$ cat config.mk
export PLATFORM = sky130hd
export DESIGN_NAME = e3_tx_overhead_insert_port
export DESIGN_NICKNAME = d
export VERILOG_FILES = /design/src/core/oh_insert_pkg.sv /design/src/core/edge_sync.sv /design/src/core/e3_tx_overhead_insert_port.sv
export SDC_FILE = /design/constraint.sdc
export NUM_CORES = 1
export LEC_CHECK = 0
export BUFFER_PORTS_ARGS = -buffer_cell sky130_fd_sc_hd__buf_2
export CORE_ASPECT_RATIO = 0.7
export CORE_UTILIZATION = 54
export DETAILED_ROUTE_END_ITERATION = 8
export HOLD_SLACK_MARGIN = 0.02
export PLACE_DENSITY = 0.87
export SLEW_MARGIN = 0
export SYNTH_ARGS = -nofsm -noshare
export SYNTH_HDL_FRONTEND = slang
export SYNTH_SLANG_ARGS = --single-unit
export TNS_END_PERCENT = 100
$ cat constraint.sdc
create_clock -name mclk -period 3 [get_ports mclk]
set_clock_uncertainty 0.15 [all_clocks]
set_input_delay 0 -clock mclk [delete_from_list [all_inputs] [get_ports mclk]]
set_output_delay 0 -clock mclk [all_outputs]
set_load 0.005 [all_outputs]
$ cat src/core/oh_insert_pkg.sv
// Package: constants and carrier types for the E3 transmit overhead insertion port
package oh_insert_pkg;
   // Overhead bit positions counted from the frame marker sample
   localparam int unsigned FAW_BITS       = 10;
   localparam logic [3:0]  POS_ALARM      = 4'hA;
   localparam logic [3:0]  POS_NATIONAL   = 4'hB;
   localparam logic [3:0]  POS_PARITY     = 4'hC;
   localparam logic [3:0]  POS_LAST       = 4'hF;
   localparam logic [9:0]  FAW_PATTERN    = 10'h3D0;
   // Overhead slot spacing in link clock periods; a small neutral default
   localparam logic [7:0]  OH_SPACING     = 8'h04;
   // Overhead clock divider: gap count at which the overhead clock falls
   localparam logic [1:0]  OH_CLK_HALF    = 2'h1;
   localparam logic [1:0]  SYNC_RESET     = 2'h0;
   localparam logic        OH_INIT        = 1'b0;

   typedef enum logic {
      METHOD_OH_CLOCK,
      METHOD_TX_CLOCK
   } method_type;

   // Insertable overhead values carried together
   typedef struct packed {
      logic alarm;
      logic national;
   } oh_bits_type;

   // Frame-side view of the overhead stream
   typedef struct packed {
      logic       valid;
      logic [3:0] pos;
      logic       bit_value;
   } oh_slot_type;
endpackage : oh_insert_pkg

$ cat src/core/edge_sync.sv
// Two-stage synchroniser with edge detection behind the second stage
`timescale 1ns/100ps
module edge_sync (
   input  wire logic mclk,
   input  wire logic rst_n,
   input  wire logic async_in,
   output logic      level,
   output logic      rise,
   output logic      fall
);
   logic [1:0] sync_q;
   logic       last_q;

   // Only the second stage and later are read by logic
   always_ff @(posedge mclk or negedge rst_n) begin
      if (!rst_n) begin
         sync_q <= oh_insert_pkg::SYNC_RESET;
         last_q <= 1'b0;
      end else begin
         sync_q <= {sync_q[0], async_in};
         last_q <= sync_q[1];
      end
   end

   assign level = sync_q[1];
   assign rise  = sync_q[1] & ~last_q;
   assign fall  = ~sync_q[1] & last_q;
endmodule : edge_sync

$ cat src/core/e3_tx_overhead_insert_port.sv
// E3 transmit overhead insertion port: marker, strobe, overhead clock and bit capture
//
// Summary of operation
// - In local timing the transmit reference clock times all transmit logic.
// - Frame marker pulses high while the last frame bit is processed.
// - With insert enable high, sample overhead data on the selected method's edge.
// - With insert enable low, ignore overhead data and keep internal values.
// - Insert attempts on non-insertable bits are discarded.
// - Accepted bits go into the next outbound frame, not the current one.
// - Transmit-clock method samples on a reference clock edge (rising chosen).
// - Overhead-clock method samples on the falling edge of the overhead clock.
// - Device drives an overhead clock as the port's timing reference.
// - Two insertion methods; both parties use the same one.
// - Strobe high one reference period just before each overhead bit.
// - Counts 0-9 alignment, 10 alarm, 11 national, 12 on parity.
// - Alignment word is always 1111010000 regardless of insertion.
`timescale 1ns/100ps
module e3_tx_overhead_insert_port (
   input  wire logic                      mclk,
   input  wire logic                      rst_n,
   input  wire logic                      tx_timing_ref_clock,
   input  wire logic                      local_timing,
   input  wire oh_insert_pkg::method_type method_sel,
   input  wire logic                      oh_insert_enable,
   input  wire logic                      oh_serial_data_in,
   input  wire oh_insert_pkg::oh_bits_type internal_oh,
   output oh_insert_pkg::oh_slot_type     oh_slot_out,
   output logic                           oh_frame_marker,
   output logic                           oh_port_clock_out,
   output logic                           oh_bit_strobe
);
   ////////////////////////////////////////////////////////////////////
   logic ref_rise;
   logic ins_lvl, data_lvl;

   // Link clock and pins are sampled into mclk before anything reads them
   edge_sync u_ref (
      .mclk     (mclk),
      .rst_n    (rst_n),
      .async_in (tx_timing_ref_clock),
      .level    (),
      .rise     (ref_rise),
      .fall     ()
   );

   logic [1:0] ins_sync_q, dat_sync_q;
   // Plain two-flop synchronisers for the far-end insert enable and data
   always_ff @(posedge mclk or negedge rst_n) begin
      if (!rst_n) begin
         ins_sync_q <= oh_insert_pkg::SYNC_RESET;
         dat_sync_q <= oh_insert_pkg::SYNC_RESET;
      end else begin
         ins_sync_q <= {ins_sync_q[0], oh_insert_enable};
         dat_sync_q <= {dat_sync_q[0], oh_serial_data_in};
      end
   end
   assign ins_lvl  = ins_sync_q[1];
   assign data_lvl = dat_sync_q[1];

   ////////////////////////////////////////////////////////////////////
   // Transmit timing tick: frozen when local timing is off, so all transmit state holds
   logic tick;
   assign tick = local_timing & ref_rise;

   // Overhead slot sequencer: a gap counter between overhead bits
   logic [7:0] gap_q;
   logic [3:0] pos_q;
   logic       strobe_q;
   logic       bit_now;
   assign bit_now = tick && gap_q == oh_insert_pkg::OH_SPACING - 8'h01;

   always_ff @(posedge mclk or negedge rst_n) begin
      if (!rst_n) begin
         gap_q <= 8'h00;
      end else if (tick) begin
         gap_q <= bit_now ? 8'h00 : gap_q + 8'h01;
      end
   end

   // Strobe covers the one reference period that precedes each overhead bit
   always_ff @(posedge mclk or negedge rst_n) begin
      if (!rst_n) begin
         strobe_q <= 1'b0;
      end else if (tick) begin
         strobe_q <= gap_q == oh_insert_pkg::OH_SPACING - 8'h02;
      end
   end
   assign oh_bit_strobe = strobe_q;

   // Position of the overhead bit now in process; wraps at frame end
   always_ff @(posedge mclk or negedge rst_n) begin
      if (!rst_n) begin
         pos_q <= oh_insert_pkg::POS_LAST;
      end else if (bit_now) begin
         pos_q <= pos_q + 4'h1;
      end
   end

   // Marker high while the last bit of the frame is processed
   always_ff @(posedge mclk or negedge rst_n) begin
      if (!rst_n) begin
         oh_frame_marker <= 1'b0;
      end else begin
         oh_frame_marker <= pos_q == oh_insert_pkg::POS_LAST;
      end
   end

   ////////////////////////////////////////////////////////////////////
   // Overhead clock: rises as each overhead bit starts and falls mid-bit, so the
   // far end's rising-edge count lines up with the position and capture sits mid-bit
   logic ohclk_fall;
   assign ohclk_fall = tick && gap_q == {6'h00, oh_insert_pkg::OH_CLK_HALF} && oh_port_clock_out;
   always_ff @(posedge mclk or negedge rst_n) begin
      if (!rst_n) begin
         oh_port_clock_out <= 1'b0;
      end else if (bit_now) begin
         oh_port_clock_out <= 1'b1;
      end else if (ohclk_fall) begin
         oh_port_clock_out <= 1'b0;
      end
   end

   ////////////////////////////////////////////////////////////////////
   // Capture edge depends on method; rising reference edge is taken for method 2
   logic sample_edge;
   always_comb begin
      unique case (method_sel)
         oh_insert_pkg::METHOD_OH_CLOCK: sample_edge = ohclk_fall;
         oh_insert_pkg::METHOD_TX_CLOCK: sample_edge = tick;
      endcase
   end

   function automatic logic insertable(input logic [3:0] p);
      insertable = p == oh_insert_pkg::POS_ALARM || p == oh_insert_pkg::POS_NATIONAL;
   endfunction

   // Pending values for the next frame; pending flags cleared at frame end
   oh_insert_pkg::oh_bits_type pend_q, cur_q;
   logic pend_a_q, pend_n_q;
   logic take;
   assign take = sample_edge & ins_lvl & insertable(pos_q);
   always_ff @(posedge mclk or negedge rst_n) begin
      if (!rst_n) begin
         pend_q   <= '{oh_insert_pkg::OH_INIT, oh_insert_pkg::OH_INIT};
         pend_a_q <= 1'b0;
         pend_n_q <= 1'b0;
         cur_q    <= '{oh_insert_pkg::OH_INIT, oh_insert_pkg::OH_INIT};
      end else if (bit_now && pos_q == oh_insert_pkg::POS_LAST) begin
         // Frame boundary: pending inserts become current, internal values elsewhere
         cur_q.alarm    <= pend_a_q ? pend_q.alarm : internal_oh.alarm;
         cur_q.national <= pend_n_q ? pend_q.national : internal_oh.national;
         pend_a_q       <= 1'b0;
         pend_n_q       <= 1'b0;
      end else if (take) begin
         if (pos_q == oh_insert_pkg::POS_ALARM) begin
            pend_q.alarm <= data_lvl;
            pend_a_q     <= 1'b1;
         end else begin
            pend_q.national <= data_lvl;
            pend_n_q        <= 1'b1;
         end
      end
   end

   // Outgoing overhead stream: alignment word is fixed, parity left to the framer
   always_ff @(posedge mclk or negedge rst_n) begin
      if (!rst_n) begin
         oh_slot_out <= '0;
      end else begin
         oh_slot_out.valid <= bit_now;
         oh_slot_out.pos   <= pos_q;
         if (pos_q < oh_insert_pkg::POS_ALARM) begin
            oh_slot_out.bit_value <= oh_insert_pkg::FAW_PATTERN[4'h9 - pos_q];
         end else if (pos_q == oh_insert_pkg::POS_ALARM) begin
            oh_slot_out.bit_value <= cur_q.alarm;
         end else if (pos_q == oh_insert_pkg::POS_NATIONAL) begin
            oh_slot_out.bit_value <= cur_q.national;
         end else begin
            oh_slot_out.bit_value <= 1'b0;
         end
      end
   end

   ////////////////////////////////////////////////////////////////////
   property p_marker_last;
      @(posedge mclk) disable iff (!rst_n) pos_q == oh_insert_pkg::POS_LAST |=> oh_frame_marker;
   endproperty
   a_marker_last: assert property (p_marker_last) else $error("marker missing at frame end");
   property p_no_take_low;
      @(posedge mclk) disable iff (!rst_n) !ins_lvl |-> !take;
   endproperty
   a_no_take_low: assert property (p_no_take_low) else $error("capture without insert enable");
   property p_non_ins;
      @(posedge mclk) disable iff (!rst_n) take |-> insertable(pos_q);
   endproperty
   a_non_ins: assert property (p_non_ins) else $error("non-insertable bit captured");
   property p_take_alarm;
      @(posedge mclk) disable iff (!rst_n)
         take && pos_q == oh_insert_pkg::POS_ALARM |=> pend_a_q && pend_q.alarm == $past(data_lvl);
   endproperty
   a_take_alarm: assert property (p_take_alarm) else $error("alarm insert not latched");
   property p_faw;
      @(posedge mclk) disable iff (!rst_n)
         pos_q == 4'h0 |=> oh_slot_out.bit_value;
   endproperty
   a_faw: assert property (p_faw) else $error("alignment word first bit wrong");
   property p_strobe_before;
      @(posedge mclk) disable iff (!rst_n) bit_now |-> strobe_q;
   endproperty
   a_strobe_before: assert property (p_strobe_before) else $error("strobe not ahead of bit");
   property p_frozen;
      @(posedge mclk) disable iff (!rst_n) !local_timing |=> $stable(gap_q);
   endproperty
   a_frozen: assert property (p_frozen) else $error("transmit ran without local timing");
   property p_next_frame;
      @(posedge mclk) disable iff (!rst_n) take |=> $stable(cur_q);
   endproperty
   a_next_frame: assert property (p_next_frame) else $error("insert hit current frame");
   property p_method1;
      @(posedge mclk) disable iff (!rst_n)
         method_sel == oh_insert_pkg::METHOD_OH_CLOCK && take |-> oh_port_clock_out ##1 !oh_port_clock_out;
   endproperty
   a_method1: assert property (p_method1) else $error("method 1 sampled off falling edge");
   c_take_alarm: cover property (@(posedge mclk) disable iff (!rst_n) take && pos_q == oh_insert_pkg::POS_ALARM);
   c_take_nat: cover property (@(posedge mclk) disable iff (!rst_n) take && pos_q == oh_insert_pkg::POS_NATIONAL);
   c_marker: cover property (@(posedge mclk) disable iff (!rst_n) oh_frame_marker);
endmodule : e3_tx_overhead_insert_port

-- Word-level counts from Yosys, hierarchy flattened
Memory sizes are Yosys's and may differ from the RTL's.
Cells that the tools add are included.
Widths: inputs -> output; s select.
- bits in registers: 34
- bits in read-only memories: 16
- bits of input ports: 9
- output and inout bits: 9
- logic and storage cells: 67
- memories kept: 1
- $add $sub $neg: 3
- magnitude comparators: 2
- equal/unequal tests: 7
- multiplexer cells: 16
- bitwise operators: 8
- reduce and logical (&&, ||, !) cells: 12
- memory list (memory ; words ; bits a word ; rd ports ; clocked after memory_dff ; write ports ; RTL line ; RTL):
    (name not given) ; 16 ; 1 ; 1 ; 0 ; 0 ; e3_tx_overhead_insert_port.sv:173 ; oh_slot_out.bit_value <= oh_insert_pkg::FAW_PATTERN[4'h9 - pos_q];
- operator list (kind ; count):
    $eq 8x2->1 const B ; 2
    $mux 1 ; 14
    $eq 4x4->1 const B ; 3
    $add 8x1->8 const B ; 1
    $eq 8x1->1 const B ; 1
    $mux 8 ; 1
    $reduce_and 3->1 ; 2
    $reduce_bool 2->1 ; 3
    $lt 4x5->1 const B ; 1
    $add 4x1->4 const B ; 1
    $and 1x1->1 ; 4
    $logic_and 1x1->1 ; 4
    $lt 4x4->1 const B ; 1
    $not 1->1 ; 4
    $reduce_and 2->1 ; 2
    $sub 4x4->4 const A ; 1
    $ne 2x1->1 const B ; 1
    $pmux 1 s2 ; 1
    $logic_or 1x1->1 ; 1

-- Depth between registers and ports, before layout
Gate-level depths: netlist of run 1.
- depth in word-level cells: 10
- gate-level depth with buffers: 6
- mapped depth without buffers: 6

-- By module
Synthesis of run 1 repeated with hierarchy kept, for this count alone.
- cell total of the unflattened synthesis: 115
- area total of the unflattened synthesis: 1438.9 um^2
- modules (own cells, without submodules) (module ; instances ; cells each ; area an instance (um^2) ; sequential area each (um^2)):
    e3_tx_overhead_insert_port ; 1 ; 110 ; 1348.8 ; 780.7
    edge_sync ; 1 ; 5 ; 90.1 ; 75.1

-- Worst setup path before layout of run 1
OpenSTA, ideal clock, no wires.
- kind: register -> register
- start: register gap_q[2]
- end: register pend_q[0] (netlist name)
- setup time: 0.128 ns
- data arrival time: 1.950 ns
- required time: 2.722 ns
- setup slack: 0.773 ns
- stages on the path, launching flop included: 5
- path buffers: 0
- period minus slack after synthesis: 2.227 ns
- cell sequence: dfrtp_1 > or4_4 > o41a_1 > nor3b_2 > mux2_1
- cells in the longest elaborated chain, start to end: 7
- elaborated cells on any way between the ends: 11
- classes of those cells: 2 x eq/ne; 1 x mux; 3 x bitwise; 5 x reduce/logical
- ends and longest elaborated chain (what ; RTL line ; RTL):
    from (decl) ; e3_tx_overhead_insert_port.sv:66 ; logic [7:0] gap_q;
    from (signal assigned) ; e3_tx_overhead_insert_port.sv:76 ; gap_q <= bit_now ? 8'h00 : gap_q + 8'h01;
    $eq 8x1->1 ; e3_tx_overhead_insert_port.sv:112 ; assign ohclk_fall = tick && gap_q == {6'h00, oh_insert_pkg::OH_CLK_HALF} && oh_port_clock_out;
    $logic_and 1x1->1 (2 in a row) ; e3_tx_overhead_insert_port.sv:112 ;
    $pmux 1 s2 ; e3_tx_overhead_insert_port.sv:127 ; unique case (method_sel)
    $and 1x1->1 (2 in a row) ; e3_tx_overhead_insert_port.sv:141 ; assign take = sample_edge & ins_lvl & insertable(pos_q);
    $reduce_and 3->1 (no line) (*) ; - ;
    to (signal assigned) ; e3_tx_overhead_insert_port.sv:144 ; pend_q <= '{oh_insert_pkg::OH_INIT, oh_insert_pkg::OH_INIT};
    to (decl) ; e3_tx_overhead_insert_port.sv:138 ; oh_insert_pkg::oh_bits_type pend_q, cur_q;
Every way passes the cells marked *; elsewhere a longest branch is shown, timed or not.
A chain may end at the register's enable or synchronous reset.

-- Worst setup path after layout of run 1
Same ends and word-level chain as after synthesis.

==> results of run 1 <==
[critical path: stages, from the launching register on]
cell and delay [ps]:
dfrtp_1 440, or4_4 590, o41a_1 440, nor3b_2 240, mux2_1 340
[placed cells by master (no fill, tap or decap), types with 5 or more instances in the layout]
cell / count
dfrtp_1: 30
buf_2: 17
xnor2_1: 8
ha_1: 8
inv_1: 7
nand2_1: 7
dlygate4sd3_1: 7
clkbuf_8: 6
nand4_1: 5
[final timing paths]
path	start	endpoint	slack, ps	depth (start not counted)
worst max-delay path	gap_q[2]	pend_q[0]	670	4
worst min-delay path	method_sel	pend_a_q	130	5
worst max register to register	gap_q[2]	pend_q[0]	670	4
worst min register to register	u_ref.sync_q[0]	u_ref.sync_q[1]	210	0
max in group asynchronous	rst_n	pend_q[0]	2090	2
min in group asynchronous	rst_n	oh_slot_out[3]	160	2
[area by class of cell]
type,count,share of cell area
Clock buffer,7,0.0500
Clock inverter,1,0.00290
Inverter,7,0.0152
Multi-Input combinational cell,71,0.317
Sequential cell,34,0.496
Tap cell,34,0.0246
Timing Repair Buffer,25,0.0942
[cell usage after synthesis, types with 2 or more instances]
master / instances
o21a_1: 2
mux2i_1: 2
dfstp_2: 4
nand4_1: 5
nand2_1: 7
nand3_1: 4
clkbuf_1: 2
nor2_1: 3
mux2_1: 2
o21ai_0: 3
a31oi_1: 2
nor3_1: 3
a21oi_1: 3
dfrtp_1: 30
ha_1: 8
inv_1: 7
xnor2_1: 8
[stage by stage]
step / std cells / utilization / setup slack [ps] / power, W
after detailed placement: 164 / 0.627 / 678 / 0.000648
after global placement: 164 / 0.627 / 747 / 0.000633
final: 179 / 0.692 / 671 / 0.000981
after floorplan: 115 / - / 773 / 0.000607
after global routing: 179 / 0.692 / 599 / 0.00103
after CTS: 179 / 0.692 / 667 / 0.000990
[routing by layer]
metal | GRT usage | wire length [µm]
met1 | 0.258 | 1200
met2 | 0.366 | 1290
met3 | 0.0682 | 108
met4 | 0.0818 | 16
met5 | 0 | 0
[state kept, by name, summed over array words and instances (netlist names), 2 cells and up]
name          count
pend_q            2
dat_sync_q        2
pos_q             4
gap_q             8
u_ref.sync_q      2
ins_sync_q        2
oh_slot_out       6
cur_q             2
[power by group]
group / leakage (nW) / switching [W] / internal [W]
Combinational: 0.335 / 0.0000592 / 0.0000559
Sequential: 0.416 / 0.0000422 / 0.000492
Clock: 0.0482 / 0.000148 / 0.000185
[kinds of logic (layout without fill, tap and decap cells)]
logic type | after synthesis | after routing | synth area share
simple gates | 34 | 34 | 0.149
fa+ha+maj | 8 | 8 | 0.0694
xor+xnor | 8 | 8 | 0.0486
compound gates | 17 | 17 | 0.0833
flops | 34 | 34 | 0.593
buf+inv | 10 | 40 | 0.0269
mux | 4 | 4 | 0.0295
[what timing repair did]
item / CTS / global route
setup endpoints to repair: 0 / 0
endpoints found under the hold margin: 36 / 0
hold buffers: 7 / 0
gates resized for setup: 0 / 0
==> impl_metrics.csv, run 1 <==
group,metric,value,unit
global_route,antenna_found_initial,0,
setup_path,end_kind,"flop",
setup_path,critPathArrivalTime,2330,ps
floorplanning,ioPinCount,18,
synth,synth_area,1440,µm²
setup_path,critPathKind,"reg2reg",
layout,ff_latch_area,856,µm²
synth,async_flop_share,1.00,
placed_design,globalplace.congestion,0.747,
synth,avgSynthCellArea,12.5,µm²
layout,fillCellCount,174,
route,viasPerCell,5.47,
route,drt-initial-drc-count,41,
route,avgRoutedWirePerCell,14.6,µm
floorplanning,die_x,63.8,µm
sta,hold_violations,0,
global_route,grt.overflow.total,0,
synth,ys_types,37,
global_route,grt_pass1_vias,989,
placed_design,hpwl,1920,µm
synth,yosysTopAreaCellShare,0.520,
route,totalWireLength,2620,µm
layout,final_nets,161,
synth,synth_nets,132,
floorplanning,fp.dieH,45.2,µm
floorplanning,core,2500,µm²
route,first_pass_iters,4,
synth,synth-seq-cells,34,
synth,ys.flop_type,"dfrtp_1",
flow_run,max-cap-violations,0,
sta,setup_viol,0,
cts,clkSinkCount,34,
placed_design,portBuffers,17,
floorplanning,start_util,0.578,
cts,cts_setup_buffers,0,
layout,n_antenna_cell,0,
status,status,"finished, final reports clean",
global_route,grt_start_max_net_pins,35,
synth,yosysWarnings,0,
setup_path,critical_path_required,3010,ps
cts,cts_buffer_depth,2,
layout,area_growth,19.7,%
synth,yosysSeqAreaShare,0.593,
cts,clk_latency,280,ps
power,ir_worst_vdd,0.382,mV
cts,numCtsBuffers,5,
floorplanning,num_rows,15,
cts,cts.reportedPaths.clkPinSlew,60,ps
layout,fin_area,1730,µm²
cts,root_buffer,"clkbuf_8",
floorplanning,die_area,2890,µm²
route,drc_errors,0,
sta,fin_crit,2330,ps
power,power.density,568,nW/µm²
synth,syn_inst,115,
sta,tightest_slew,706,ps
placed_design,placed_area,1570,µm²
global_route,grt_pass1_wl,4370,µm
synth,synth_edf_count,0,
synth,synthTopCellsByArea,"dfrtp_1 52%, dfstp_2 7.3%, ha_1 6.9%",
min_path,hold_path.class,"in2reg",
sta,hold_slack,129,ps
layout,drive_above_1_share,0.228,
sta,slew_headroom,0.530,
sta,slew_violations,0,
cts,htree_levels,2,
route,ant_nets,0,
cts,cts_tree,"yes",
setup_path,worstSetupStartpointType,"flop",
layout,multiInputGateArea,548,µm²
sta,fmax,0.429,GHz
synth,yosys.area.top_type,"dfrtp_1",
global_route,grt_use_total,0.213,
route,dr_total_vias,980,
sta,setup-tns-final,0,ps
sta,rsz0062_at_grt,"no",
power,p_leak,0.799,nW
sta,fin_crit_sh,0.776,
setup_path,critical_path.max_fanout,7,
No activity file was read; power rests on OpenSTA's default activity.
==> inputs of run 2 (changes only) <==
- CORE_UTILIZATION: 54 -> 50
- PLACE_DENSITY: 0.87 -> 0.85
- clock period: 3 -> 1.95 ns (I/O delays scaled with it)
==> impl_metrics.csv, run 2 (synthesized netlist as in run 1, its figures left out) <==
group,metric,value,unit
status,status,"complete, but fails checks",
status,failed_checks,"negative setup slack",
sta,tightest_slew,719,ps
cts,numCtsBuffers,5,
sta,slew_headroom,0.521,
setup_path,critPathArrivalTime,2170,ps
cts,htree_levels,2,
route,drc_errors,0,
route,drt-initial-drc-count,56,
floorplanning,ioPinCount,18,
global_route,grt_start_max_net_pins,35,
sta,setup-tns-final,-398,ps
global_route,grt_use_total,0.230,
placed_design,globalplace.congestion,0.881,
placed_design,portBuffers,17,
cts,cts_buffer_depth,2,
floorplanning,start_util,0.557,
layout,layout_common_cells,"30 x dfrtp_1, 20 x buf_4, 17 x buf_2",
sta,rsz0062_at_grt,"yes",
route,dr_total_vias,1025,
route,first_pass_iters,4,
cts,clkSinkCount,34,
global_route,grt_pass1_wl,4840,µm
sta,worst_slack,-198,ps
power,p_leak,0.895,nW
setup_path,slowest_stage,"or4_4",
global_route,grt.overflow.total,0,
setup_path,end_kind,"flop",
cts,root_buffer,"clkbuf_8",
layout,fin_area,1890,µm²
layout,n_antenna_cell,0,
layout,drive_above_1_share,0.327,
route,totalWireLength,3010,µm
floorplanning,core,2590,µm²
route,ant_nets,0,
floorplanning,num_rows,15,
route,viasPerCell,5.15,
floorplanning,die_x,66.2,µm
layout,largestRegisters,"gap_q (8), oh_slot_out (6), pos_q (4)",
flow_run,max-cap-violations,0,
power,ir_worst_vdd,0.691,mV
layout,area_growth,31.3,%
cts,cts.reportedPaths.clkPinSlew,60,ps
setup_path,critical_path_required,1970,ps
cts,clk_latency,280,ps
sta,fin_crit_sh,1.10,
sta,fin_crit,2150,ps
layout,largest_reg_flops,8,
setup_path,cp_num_buf_inv,0,
setup_path,critPathKind,"reg2reg",
layout,final_nets,182,
setup_path,slowest_delay,550,ps
cts,cts_tree,"yes",
min_path,hold_path.class,"in2async",
placed_design,placed_area,1690,µm²
setup_path,path_cells,"or4_4, o41a_1, nor3b_2, mux2_1",
sta,slew_violations,0,
setup_path,worstSetupStartpointType,"flop",
setup_path,crit_family,"simple AND/OR/NAND/NOR gates",
power,p_total,0.00157,W
route,avgRoutedWirePerCell,15.1,µm
placed_design,hpwl,2010,µm
sta,hold_violations,0,
floorplanning,fp.dieH,46.9,µm
global_route,grt_pass1_vias,1033,
global_route,antenna_found_initial,0,
floorplanning,die_area,3110,µm²
layout,final_core_util,0.731,
sta,fmax,0.466,GHz
power,power.density,829,nW/µm²
setup_path,critical_path.max_fanout,3,
layout,top_register,"gap_q",
layout,layout_commonest_cell,"dfrtp_1",
sta,setup_viol,5,
run 2: cell count changes in the layout (fill, tap and decap cells not counted), sizes merged:
cell,delta
buf,+21
clkinv,-1
run 2: cell type report:
cell class                 instances  area, µm²
timing repair buffer              46        337
clock buffer                       7       76.3
multi-input combinational         71        557
sequential                        34        856
tap                               34       42.5
fill                             184        696
inverter                           7       26.3
run 2: per-layer routing:
metal	GRT usage	wire, µm
met1	0.303	1440
met2	0.333	1370
met3	0.0777	130
met4	0.145	69
met5	0	0
run 2: timing repair:
action / 4_1_cts / 5_1_grt
endpoints found under the hold margin: 36 / 0
gates cloned: 1 / 0
gates resized for setup: 4 / 0
hold buffers: 7 / 0
pin swaps: 2 / 1
setup buffers: 1 / 2
setup endpoints to repair: 11 / 11
run 2: metrics by stage:
step	cells	worst slack [ps]	hold WS (ps)
final	199	-198	151
after floorplan	115	-165	-446
after CTS	197	-197	115
after global routing	199	-254	201
after global placement	181	-119	-69.3
after detailed placement	181	-187	-54.6
run 2: final timing paths:
path | start | to | slack [ps] | cells after the start
max | gap_q[5] | pend_q[0] | -200 | 4
min | rst_n | gap_q[1] | 150 | 2
max reg2reg | gap_q[5] | pend_q[0] | -200 | 4
min reg2reg | dat_sync_q[0] | dat_sync_q[1] | 200 | 0
max in group asynchronous | rst_n | gap_q[2] | 1030 | 2
min in group mclk | dat_sync_q[0] | dat_sync_q[1] | 200 | 0
run 2: power by group:
part / internal [W] / total (W) / switching [W]
Combinational: 0.000151 / 0.000299 / 0.000148
Sequential: 0.000756 / 0.000789 / 0.0000329
Clock: 0.000245 / 0.000482 / 0.000236
Total: 0.00115 / 0.00157 / 0.000417
==> inputs of run 3 (changes only) <==
--- a/config.mk
+++ b/config.mk
@@ -9,2 +9,3 @@
 export CORE_ASPECT_RATIO = 0.7
+export CORE_MARGIN = 3
 export CORE_UTILIZATION = 50
@@ -13,2 +14,3 @@
 export PLACE_DENSITY = 0.85
+export SKIP_LAST_GASP = 1
 export SLEW_MARGIN = 0
--- a/constraint.sdc
+++ b/constraint.sdc
@@ -4,2 +4,2 @@
 set_output_delay 0 -clock mclk [all_outputs]
-set_load 0.005 [all_outputs]
+set_load 0.05 [all_outputs]
==> impl_metrics.csv, run 3 (synthesized netlist as in run 1, its figures left out) <==
group,metric,value,unit
sta,setup_viol,14,
sta,slew_headroom,0.517,
floorplanning,core,2610,µm²
setup_path,end_kind,"flop",
layout,largest_reg_flops,8,
flow_run,max-cap-violations,0,
global_route,grt_use_total,0.184,
floorplanning,start_util,0.553,
setup_path,critPathArrivalTime,2200,ps
placed_design,portBuffers,17,
placed_design,placed_area,1690,µm²
setup_path,startpoint,"gap_q[5]",
setup_path,critical_path.max_fanout,3,
placed_design,globalplace.congestion,0.802,
layout,final_nets,184,
cts,numCtsBuffers,5,
cts,cts_buffer_depth,2,
cts,root_buffer,"clkbuf_8",
layout,area_growth,35.0,%
placed_design,hpwl,2010,µm
status,failed_checks,"negative setup slack",
route,viasPerCell,5.25,
layout,fin_area,1950,µm²
global_route,grt_pass1_wl,4930,µm
cts,htree_levels,2,
layout,drive_above_1_share,0.375,
setup_path,critical_path_required,1970,ps
setup_path,worstSetupStartpointType,"flop",
status,status,"complete, but fails checks",
global_route,grt_pass1_vias,1110,
global_route,antenna_found_initial,0,
layout,largestRegisters,"gap_q (8), oh_slot_out (6), pos_q (4)",
sta,fmax,0.458,GHz
sta,hold_slack,107,ps
floorplanning,die_x,70.2,µm
sta,hold_violations,0,
sta,fin_crit,2180,ps
sta,tightest_slew,725,ps
min_path,hold_path.class,"in2reg",
floorplanning,num_rows,15,
sta,slew_violations,0,
route,totalWireLength,3030,µm
floorplanning,fp.dieH,50.9,µm
layout,n_antenna_cell,0,
route,ant_nets,0,
power,p_leak,0.923,nW
global_route,grt.overflow.total,0,
setup_path,r2r-start,"gap_q[5]",
cts,clkSinkCount,34,
floorplanning,die_area,3580,µm²
global_route,grt_start_max_net_pins,35,
route,avgRoutedWirePerCell,15.0,µm
floorplanning,ioPinCount,18,
min_path,hp-start,"method_sel",
layout,layout_common_cells,"30 x dfrtp_1, 21 x buf_4, 17 x buf_2",
route,dr_total_vias,1060,
cts,cts.reportedPaths.clkPinSlew,70,ps
power,ir_worst_vdd,0.653,mV
route,drc_errors,0,
sta,fin_crit_sh,1.12,
cts,cts_tree,"yes",
setup_path,critPathKind,"reg2reg",
route,drt-initial-drc-count,44,
route,first_pass_iters,4,
cts,clk_latency,280,ps
sta,worst_slack,-232,ps
layout,final_core_util,0.746,
power,power.density,849,nW/µm²
sta,rsz0062_at_grt,"yes",
layout,layout_commonest_cell,"dfrtp_1",
layout,top_register,"gap_q",
-- run 3: changes by cell type in the layout (fill, tap and decap cells not counted), sizes merged --
| cell | previous run | this run |
|---|---|---|
| buf | 39 | 41 |
| clkbuf | 7 | 8 |
-- run 3: report_power, final --
part	internal [W]	leakage [nW]	switching, W
clock	0.000288	0.0455	0.000235
combinational	0.000183	0.462	0.000159
sequential	0.000756	0.416	0.0000314
-- run 3: repair_timing --
item                                    in CTS  in global routing
endpoints found under the setup margin      10                 13
pin swaps                                    2                  4
setup buffers                                2                  4
gates cloned                                 1                  0
endpoints found under the hold margin       36                  0
resized for setup                            3                 10
hold buffers                                 7                  0
-- run 3: area by class of cell --
type,instances,area (µm²)
tap,34,42.5
multi-input combinational,71,586
timing repair buffer,48,347
sequential,34,856
clock buffer,8,90.1
inverter,7,26.3
fill,179,662
-- run 3: through the flow --
step	total power [W]	TNS [ps]	cells	setup WS, ps
floorplan	0.000932	-288	115	-165
global placement	0.00106	-346	180	-119
detailed placement	0.00108	-684	180	-194
CTS	0.00162	-399	198	-207
global route	0.00174	-3020	202	-295
finish	0.00165	-2030	202	-232
-- run 3: final timing paths --
kind                                      end  slack (ps)  depth (start not counted)
worst max-delay path                pend_q[1]        -230                          4
worst min-delay path                 pend_a_q         110                          5
worst max register to register      pend_q[1]        -230                          4
worst min register to register  ins_sync_q[1]         200                          0
max in group asynchronous           pend_q[0]        1020                          2
min in group asynchronous            cur_q[0]         160                          2
-- run 3: routing by layer --
layer,share of wire,wire length (µm),track usage
met3,0.046,138,0.0609
met4,0.020,61,0.0987
met5,0,0,0
met2,0.48,1450,0.303
met1,0.45,1380,0.216
-- run 3: critical path, stage by stage, from the launching register on --
cell,delay (ps)
dfrtp_1,380
or4_4,540
o41a_1,390
a211oi_2,250
mux2_1,340
